==> src/logic/pkw_pkg.sv <==
// Constants for the port mode and key wake block
package pkw_pkg;
	localparam int PINS_PER_PORT = 8;
	localparam int KEY_PINS = 8;
	// Register byte offsets
	localparam logic [7:0] ADDR_LATCH = 8'h00;
	localparam logic [7:0] ADDR_MODE_A = 8'h04;
	localparam logic [7:0] ADDR_MODE_B = 8'h08;
	localparam logic [7:0] ADDR_OPTION = 8'h0c;
	localparam logic [7:0] ADDR_KEY_EN = 8'h10;
	localparam logic [7:0] ADDR_AUX = 8'h14;
	localparam logic [7:0] ADDR_PIN_IN = 8'h18;
	// port_option_reg fields
	localparam int OPT_SCHMITT_LSB = 0;
	localparam int OPT_TA_EN = 3;
	localparam int OPT_TB_EN = 4;
	localparam int OPT_CLK_EN = 5;
	localparam int OPT_WIDTH = 6;
	// aux_control_one fields
	localparam int AUX_FLAG = 0;
	localparam int AUX_IRQ_EN = 1;
	// Fixed pin indices (port * 8 + bit)
	localparam int PIN_OD_A = 10;
	localparam int PIN_OD_B = 11;
	localparam int PIN_RESET = 13;
	localparam int PIN_CLK_OUT = 16;
	// Timing in CPU clocks
	localparam logic [2:0] CLKS_PER_MC = 3'h4;
	localparam int STRONG_PU_CLKS = 2;
endpackage

==> src/logic/pkw_port_block.sv <==
// Port mode, pull-up staging, key wake and pin output routing
`timescale 1ns/1ps
module pkw_port_block
	import pkw_pkg::*;
#(
	parameter int N_PORTS = 3,
	parameter int TA_PIN = 2,
	parameter int TB_PIN = 3
) (
	// Clock and reset
	input wire logic i_clk,
	input wire logic i_reset,
	// APB slave
	input wire logic i_psel,
	input wire logic i_penable,
	input wire logic i_pwrite,
	input wire logic [7:0] i_paddr,
	input wire logic [31:0] i_pwdata,
	output logic [31:0] o_prdata,
	output logic o_pready,
	output logic o_pslverr,
	// Boot options and timer events
	input wire logic i_reset_level_high,
	input wire logic i_reset_pin_disable,
	input wire logic i_osc_crystal,
	input wire logic i_timer_a_ovf,
	input wire logic i_timer_b_ovf,
	// Pin pads
	input wire logic [8*N_PORTS-1:0] i_pin_in,
	output logic [8*N_PORTS-1:0] o_pull_down,
	output logic [8*N_PORTS-1:0] o_strong_pu,
	output logic [8*N_PORTS-1:0] o_weak_pu,
	output logic [8*N_PORTS-1:0] o_vweak_pu,
	output logic [8*N_PORTS-1:0] o_schmitt,
	// Events
	output logic o_key_irq,
	output logic o_reset_pin_req
);
	localparam int NP = 8 * N_PORTS;

	if (N_PORTS != 3) begin : g_check
		$error("N_PORTS must be 3, option holds three Schmitt bits");
	end
	if (TA_PIN >= NP || TB_PIN >= NP) begin : g_check_tog
		$error("Toggle pin out of range");
	end

	logic [NP-1:0] latch;
	logic [NP-1:0] mode_a;
	logic [NP-1:0] mode_b;
	logic [OPT_WIDTH-1:0] option;
	logic [KEY_PINS-1:0] key_en;
	logic strap_done;
	logic key_event_flag;
	logic irq_en;
	logic tog_a;
	logic tog_b;
	logic [1:0] div_cnt;
	logic [NP-1:0] out_prev;
	logic [NP-1:0] strong_kick;
	logic [KEY_PINS-1:0] ksync1;
	logic [KEY_PINS-1:0] ksync2;
	logic [2:0] kcnt;
	logic [NP-1:0] out_val;
	logic [NP-1:0] m_q;
	logic [NP-1:0] m_pp;
	logic [NP-1:0] m_io;
	logic [NP-1:0] m_od;
	logic [NP-1:0] rise;
	logic [31:0] next_prdata;
	logic next_slverr;
	logic wr;
	logic setup;
	logic kany_low;
	logic key_set;
	logic clk_out_on;
	logic flag_clr;

	// Bus strobes; one access cycle, no wait states
	assign setup = i_psel & ~i_penable;
	assign wr = i_psel & i_penable & i_pwrite;
	assign o_pready = 1'b1;
	assign flag_clr = wr && i_paddr == ADDR_AUX && !i_pwdata[AUX_FLAG];

	// Port latches; reset level caught after release
	always_ff @(posedge i_clk or posedge i_reset) begin
		if (i_reset) begin
			latch <= '0;
			strap_done <= 1'b0;
		end else if (!strap_done) begin
			latch <= {NP{i_reset_level_high}};
			strap_done <= 1'b1;
		end else if (wr && i_paddr == ADDR_LATCH) begin
			latch <= i_pwdata[NP-1:0];
		end
	end

	// Mode bits, quasi after reset
	always_ff @(posedge i_clk or posedge i_reset) begin
		if (i_reset) begin
			mode_a <= '0;
			mode_b <= '0;
		end else if (wr && i_paddr == ADDR_MODE_A) begin
			mode_a <= i_pwdata[NP-1:0];
		end else if (wr && i_paddr == ADDR_MODE_B) begin
			mode_b <= i_pwdata[NP-1:0];
		end
	end

	// Option, key enable and interrupt enable
	always_ff @(posedge i_clk or posedge i_reset) begin
		if (i_reset) begin
			option <= '0;
			key_en <= '0;
			irq_en <= 1'b0;
		end else if (wr) begin
			if (i_paddr == ADDR_OPTION) begin
				option <= i_pwdata[OPT_WIDTH-1:0];
			end
			if (i_paddr == ADDR_KEY_EN) begin
				key_en <= i_pwdata[KEY_PINS-1:0];
			end
			if (i_paddr == ADDR_AUX) begin
				irq_en <= i_pwdata[AUX_IRQ_EN];
			end
		end
	end

	// Key input synchroniser
	always_ff @(posedge i_clk or posedge i_reset) begin
		if (i_reset) begin
			ksync1 <= '1;
			ksync2 <= '1;
		end else begin
			ksync1 <= i_pin_in[KEY_PINS-1:0];
			ksync2 <= ksync1;
		end
	end

	// Any enabled key low; function active while any pin enabled
	assign kany_low = |(key_en & ~ksync2);
	assign key_set = kany_low && kcnt == CLKS_PER_MC;

	// Low-time counter, saturates at one machine cycle
	always_ff @(posedge i_clk or posedge i_reset) begin
		if (i_reset) begin
			kcnt <= '0;
		end else if (!kany_low) begin
			kcnt <= '0;
		end else if (kcnt != CLKS_PER_MC) begin
			kcnt <= kcnt + 3'h1;
		end
	end

	// Sticky flag, set wins over a clear
	always_ff @(posedge i_clk or posedge i_reset) begin
		if (i_reset) begin
			key_event_flag <= 1'b0;
		end else if (key_set) begin
			key_event_flag <= 1'b1;
		end else if (flag_clr) begin
			key_event_flag <= 1'b0;
		end
	end

	assign o_key_irq = key_event_flag & irq_en;

	// Timer toggles and clock divider
	always_ff @(posedge i_clk or posedge i_reset) begin
		if (i_reset) begin
			tog_a <= 1'b0;
			tog_b <= 1'b0;
		end else begin
			if (i_timer_a_ovf) begin
				tog_a <= ~tog_a;
			end
			if (i_timer_b_ovf) begin
				tog_b <= ~tog_b;
			end
		end
	end

	always_ff @(posedge i_clk or posedge i_reset) begin
		if (i_reset) begin
			div_cnt <= '0;
		end else begin
			div_cnt <= div_cnt + 2'h1;
		end
	end

	assign clk_out_on = option[OPT_CLK_EN] & ~i_osc_crystal;

	// Value presented at each pin
	always_comb begin
		out_val = latch;
		if (option[OPT_TA_EN]) begin
			out_val[TA_PIN] = tog_a;
		end
		if (option[OPT_TB_EN]) begin
			out_val[TB_PIN] = tog_b;
		end
		if (clk_out_on) begin
			out_val[PIN_CLK_OUT] = div_cnt[1];
		end
	end

	// Mode decode with fixed pins
	always_comb begin
		m_q = ~mode_a & ~mode_b;
		m_pp = ~mode_a & mode_b;
		m_io = mode_a & ~mode_b;
		m_od = mode_a & mode_b;
		m_q[PIN_OD_A] = 1'b0;
		m_pp[PIN_OD_A] = 1'b0;
		m_io[PIN_OD_A] = 1'b0;
		m_od[PIN_OD_A] = 1'b1;
		m_q[PIN_OD_B] = 1'b0;
		m_pp[PIN_OD_B] = 1'b0;
		m_io[PIN_OD_B] = 1'b0;
		m_od[PIN_OD_B] = 1'b1;
		m_q[PIN_RESET] = 1'b0;
		m_pp[PIN_RESET] = 1'b0;
		m_io[PIN_RESET] = 1'b1;
		m_od[PIN_RESET] = 1'b0;
	end

	assign rise = m_q & out_val & ~out_prev;

	// Pull-up staging history
	always_ff @(posedge i_clk or posedge i_reset) begin
		if (i_reset) begin
			out_prev <= '0;
			strong_kick <= '0;
		end else begin
			out_prev <= out_val;
			strong_kick <= rise;
		end
	end

	// Registered pad drivers
	always_ff @(posedge i_clk or posedge i_reset) begin
		if (i_reset) begin
			o_pull_down <= '0;
			o_strong_pu <= '0;
			o_weak_pu <= '0;
			o_vweak_pu <= '0;
		end else begin
			// Input-only pins drive nothing
			o_pull_down <= (m_q | m_pp | m_od) & ~out_val;
			o_strong_pu <= (m_pp & out_val) | (m_q & (rise | strong_kick));
			o_weak_pu <= m_q & i_pin_in;
			o_vweak_pu <= m_q & out_val;
		end
	end

	// Input threshold select and reset pin
	always_ff @(posedge i_clk or posedge i_reset) begin
		if (i_reset) begin
			o_schmitt <= '0;
			o_reset_pin_req <= 1'b0;
		end else begin
			for (int p = 0; p < N_PORTS; p++) begin
				o_schmitt[p*PINS_PER_PORT +: PINS_PER_PORT] <=
					{PINS_PER_PORT{option[OPT_SCHMITT_LSB + p]}};
			end
			o_schmitt[PIN_RESET] <= 1'b1;
			o_reset_pin_req <= ~i_reset_pin_disable & i_pin_in[PIN_RESET];
		end
	end

	// Read mux
	always_comb begin
		next_prdata = '0;
		next_slverr = 1'b0;
		unique case (i_paddr)
			ADDR_LATCH: next_prdata[NP-1:0] = latch;
			ADDR_MODE_A: next_prdata[NP-1:0] = mode_a;
			ADDR_MODE_B: next_prdata[NP-1:0] = mode_b;
			ADDR_OPTION: next_prdata[OPT_WIDTH-1:0] = option;
			ADDR_KEY_EN: next_prdata[KEY_PINS-1:0] = key_en;
			ADDR_AUX: begin
				next_prdata[AUX_FLAG] = key_event_flag;
				next_prdata[AUX_IRQ_EN] = irq_en;
			end
			ADDR_PIN_IN: next_prdata[NP-1:0] = i_pin_in;
			default: next_slverr = 1'b1;
		endcase
	end

	// Answer prepared in the setup cycle
	always_ff @(posedge i_clk or posedge i_reset) begin
		if (i_reset) begin
			o_prdata <= '0;
			o_pslverr <= 1'b0;
		end else if (setup) begin
			o_prdata <= i_pwrite ? 32'h0000_0000 : next_prdata;
			o_pslverr <= next_slverr;
		end
	end
endmodule

==> config.mk <==
export PLATFORM = sky130hd
export DESIGN_NAME = pkw_port_block
export DESIGN_NICKNAME = d
export VERILOG_FILES = /design/src/logic/pkw_pkg.sv /design/src/logic/pkw_port_block.sv
export SDC_FILE = /design/constraint.sdc
export NUM_CORES = 1
export LEC_CHECK = 0
export CAP_MARGIN = 0
export CORE_MARGIN = 5
export CORE_UTILIZATION = 46
export CTS_CLUSTER_DIAMETER = 50
export DETAILED_ROUTE_END_ITERATION = 8
export DONT_BUFFER_PORTS = 1
export GPL_ROUTABILITY_DRIVEN = 0
export PLACE_DENSITY_LB_ADDON = 0.2
export SLEW_MARGIN = 20
export SYNTH_ARGS = -nofsm -noshare
export SYNTH_HDL_FRONTEND = slang
export SYNTH_SLANG_ARGS = --single-unit
export TNS_END_PERCENT = 20
==> constraint.sdc <==
create_clock -name i_clk -period 11.8 [get_ports i_clk]
set_clock_uncertainty 0.1 [all_clocks]
set_input_delay 2.36 -clock i_clk [delete_from_list [all_inputs] [get_ports i_clk]]
set_output_delay 2.36 -clock i_clk [all_outputs]
set_load 0.03 [all_outputs]
Word level (Yosys, flattened, before mapping)
Index checks and enable logic that the tools add are counted.
- bits in registers: 307
- logic and storage cells: 97
- output and inout port bits: 156
- input port bits: 74
- add/sub/neg operators: 2
- reductions and logical operators: 15
- bitwise operators: 31
- multiplexer cells: 15
- eq/ne operators: 10
- operators with widths (kind ; number):
    bitwise AND 24 bit ; 9
    NOT 24 bit ; 4
    OR 24 bit ; 4
    two-way mux 24 bit ; 3
    one-hot mux 16 bit (4 select lines) ; 1
    equality test 8 x 5 -> 1 bit (second input constant) ; 3
    one-hot mux 4 bit (6 select lines) ; 1
    equality test 8 x 4 -> 1 bit (second input constant) ; 2
    one-hot mux 2 bit (7 select lines) ; 1
    one-hot mux 2 bit (5 select lines) ; 1
    bitwise AND 8 bit ; 1
    equality test 8 x 3 -> 1 bit (second input constant) ; 1
    zero test 8 bit ; 1
    NOT 8 bit ; 1
    AND reduction 2 bit ; 4
    OR reduction 8 bit ; 1
    OR reduction 7 bit ; 1
    bitwise AND 1 bit ; 6
    logical AND 1 bit ; 6
    two-way mux 1 bit ; 6
    two-way mux 3 bit ; 2
    NOT 1 bit ; 6
    != test 2 x 1 -> 1 bit (second input constant) ; 2
    adder 3 x 1 -> 3 bit (second input constant) ; 1
    other kinds (5) ; 5

Logic depth before layout (Yosys ltp)
- depth after elaboration: 8
- gate-level depth with buffers: 7
- depth with buffers taken out: 5

Worst setup path before layout
OpenSTA, ideal clock, no wires.
- path type: in2reg
- start point: input i_paddr[4]
- end point: register key_en[0]
- path buffers: 1
- library setup time: 125 ps
- stages: 5
- data required time: 11575 ps
- path slack: 8058 ps
- arrival: 3517 ps
- cells stage by stage: buf_6 > or3b_4 > nor4_4 > nand2_4 > mux2_2
- longest elaborated chain between the ends: 2
- RTL lines (element ; RTL line ; text):
    start, declared ; pkw_port_block.sv:17 ; input wire logic [7:0] i_paddr,
    equality test 8 x 5 -> 1 bit ; pkw_port_block.sv:120 ; if (i_paddr == ADDR_KEY_EN) begin
    AND reduction 2 bit (no line) ; n/a ;
    end signal, assigned ; pkw_port_block.sv:121 ; key_en <= i_pwdata[KEY_PINS-1:0];
    end, declared ; pkw_port_block.sv:52 ; logic [KEY_PINS-1:0] key_en;
Every way passes these cells.
A chain may end at the register's enable or synchronous reset.

==> impl_metrics.yaml <==
status:
  run_status: "completed"
critical_path:
  path_depth_of_the_worst_reg2reg_path: 4
  r2r_slack_ns: 9.91
  cp_max_fo: 8
  reg2reg_to: "latch[4]"
  cp.arrival_ns: 1.66
  regToRegStartpoint: "o_schmitt[13]"
  worst_ep_required_time_ns: 9.34
  worstSetupPathType: "reg -> out"
  setup.worst_path.start_class: "register"
  timing.critical_path.to_type: "output pin"
  path_depth: 0
yosys:
  synth.lib_cells_used.distinct: 51
  seq_cells_post_synth: 269
  avgSynthCellArea_um2: 11.5
  yosysWarnings: 0
  syn_inst: 931
  synth.largest_area_cell: "dfrtp_1"
  synth.cell_area_mm2: 0.0107
  ys_top_cells_by_area: "dfrtp_1 59%, mux2_2 4.8%, a21oi_1 4.6%"
  synth-seq-area-share_pct: 62.9
  synth_flop_cell: "dfrtp_1"
  async_flop_share_pct: 100
  synth_edf_count: 0
  synth_largest_type_area_fraction_pct: 58.9
grt:
  number_of_antenna_violations_at_the_first_check_in_global_routing: 0
  grt.total_usage_pct: 19.2
  grt_start_max_net_pins: 103
  global_route.overflow_total: 0
  grt_first_pass_wirelength_mm: 40.0
  vias_in_the_first_global_route: 6830
final_layout:
  diodes: 0
  flow.area_growth_from_synthesis_pct: 11.2
  final_common_cell: "dfrtp_1"
  final_util_pct: 51.3
  num-nets-final: 992
  most-common-layout-cells: "249 x dfrtp_1, 99 x a21oi_1, 90 x nand2_1, 74 x o21ai_0, 56 x inv_1"
  layout-drive-gt1-share_pct: 15.6
timing:
  finalHoldViolations: 0
  fin_crit_ns: 4.12
  post-route-period-util_pct: 34.9
  final_max_slew_viol_count: 0
  timing.hold.ws_ns: 0.254
  setup_tns_ns: 0
  timing.max_slew.rel_slack_pct: 25.3
  final-setup-viol-count: 0
  max_clk_rate_mhz: 243
  postLayoutSetupSlackWorst_ns: 7.68
  slew_of_the_pin_with_the_lowest_slew_margin_ns: 1.12
  setup_repair_after_global_routing_missed_its_margin: "no"
cts:
  postCtsSetupRepairBufs: 0
  cts_made_buffers: 31
  tritoncts: "done"
  worst_setup_hold_path_clk_slew_ns: 0.06
  cts_buffer_depth: 3
  cts.hold.buffers_added: 0
  htree_levels: 1
  clock_sinks: 269
  clock-root-buffer: "clkbuf_16"
  cts_resized: 0
  insertion_delay_ns: 0.54
route:
  drtIter0Drc: 465
  m1WireLength_mm: 11.0
  routedWlPerCell_um: 20.1
  drtAntennaViolNets: 0
  drt_pre_antenna_iters: 4
  drt-total-wl_mm: 25.3
  routed_via_count: 6624
  wl_met2_mm: 11.7
  remaining_drc_errors: 0
  top_layer: "met4"
  vias_per_cell: 5.26
  met3_length_mm: 2.18
power_and_ir_drop:
  design_power_total_mw: 2.11
  seqPwrFrac_pct: 49.7
  leakage_power_total_nw: 5.42
  worst_ir_drop_on_vdd_mv: 0.0985
  power.share.combinational_pct: 4.9
  power_density_mw_per_mm2: 177
  power.internal_mw: 1.59
  clock_power_share_pct: 45.4
  switchingPower_uw: 524
  power_switching_share_pct: 24.8
min_path:
  timing.hold.worst_path_depth: 0
  min-delay-path-class: "reg -> reg"
  holdPathEnd: "ksync2[7]"
  worst_hold_startpoint: "ksync1[7]"
floorplanning:
  die_area_mm2: 0.0265
  floorplan.initialDensity_pct: 46.2
  design.portCount: 230
  die_height_um: 163
  num_rows: 56
  die-width_um: 163
  coreArea_mm2: 0.0233
placement:
  preCtsSetupSlack_ns: 7.12
  dp_hpwl_mm: 16.1
  number_of_buffers_added_on_ports: 0
job:
  timing.max_cap.violations: 0
-- routing by layer --
layer	global-route usage, %	up-vias
met2	30.0	204
met5	0	-
li1	-	3108
met4	5.15	0
met3	5.44	35
met1	26.4	3277
-- logic make-up (layout without fill, tap and decap cells) --
family,after synthesis,count (layout),synth area share (%)
buf+inv,133,125,6.45
xor+xnor,4,4,0.326
mux,74,74,7.43
flops,269,269,62.9
fa+ha+maj,2,2,0.233
simple gates,223,223,11.0
other cells,2,20,0.0699
compound gates,224,224,11.6
-- synth_stat cells, drive strengths merged (2+ instances only) --
cell,n
nor3b,41
o22ai,4
clkbuf,18
o21ai,84
a22oi,16
dfrtp,253
and2,22
a31oi,2
nor4,5
a22o,3
nor2b,5
or3,2
buf,58
a221oi,3
o31ai,2
nand2b,2
mux2,46
a32oi,2
dfstp,16
ha,2
a21oi,99
nor3,6
and3,4
nand3,5
inv,57
mux2i,28
xor2,3
a21o,2
nor2,37
conb,2
o32ai,2
nand2,92
-- area by class of cell --
class	count	area (um^2)
inverters	57	221
flip-flops and latches	269	6760
clock inverters	18	206
repair buffers	10	103
well taps	319	399
multi-input cells	547	3400
clock buffers	40	850
fillers	2057	11300
-- metrics by stage --
stage / instances / cell area [um^2]
2_1_floorplan: 949 / 10800
3_5_place_dp: 1202 / 10900
5_1_grt: 1260 / 11900
3_3_place_gp: 1200 / 10800
4_1_cts: 1260 / 11900
6_report: 1260 / 11900
-- worst max-delay path by stage --
| stage | start | end | slack [ns] |
|---|---|---|---|
| after floorplan | i_reset | div_cnt[0] | 1.96 |
| after global placement | i_paddr[5] | mode_b[10] | 7.07 |
| after detailed placement | i_penable | o_prdata[18] | 7.12 |
| after CTS | o_schmitt[7] | o_schmitt[0] | 7.65 |
| after global routing | o_schmitt[16] | o_schmitt[18] | 7.62 |
| final | o_schmitt[7] | o_schmitt[0] | 7.68 |
-- power by group through the flow --
stage / clock network (mW) / logic (mW) / registers [mW]
5_1_grt: 1.03 / 0.119 / 1.06
3_5_place_dp: 0 / 0.105 / 1.07
6_report: 0.959 / 0.104 / 1.05
4_1_cts: 0.982 / 0.106 / 1.05
3_3_place_gp: 0 / 0.104 / 1.07
2_1_floorplan: 0 / 0.0971 / 1.05
-- registers in the layout, summed over array words and instances (netlist names), 6 cells and up --
register and cells:
key_en 8, ksync1 8, ksync2 8, latch 24
mode_a 24, mode_b 24, o_prdata 24, o_pull_down 23
o_strong_pu 21, o_vweak_pu 21, o_weak_pu 21, option 6
out_prev 21, strong_kick 21
No activity file was read; power rests on OpenSTA's default activity.
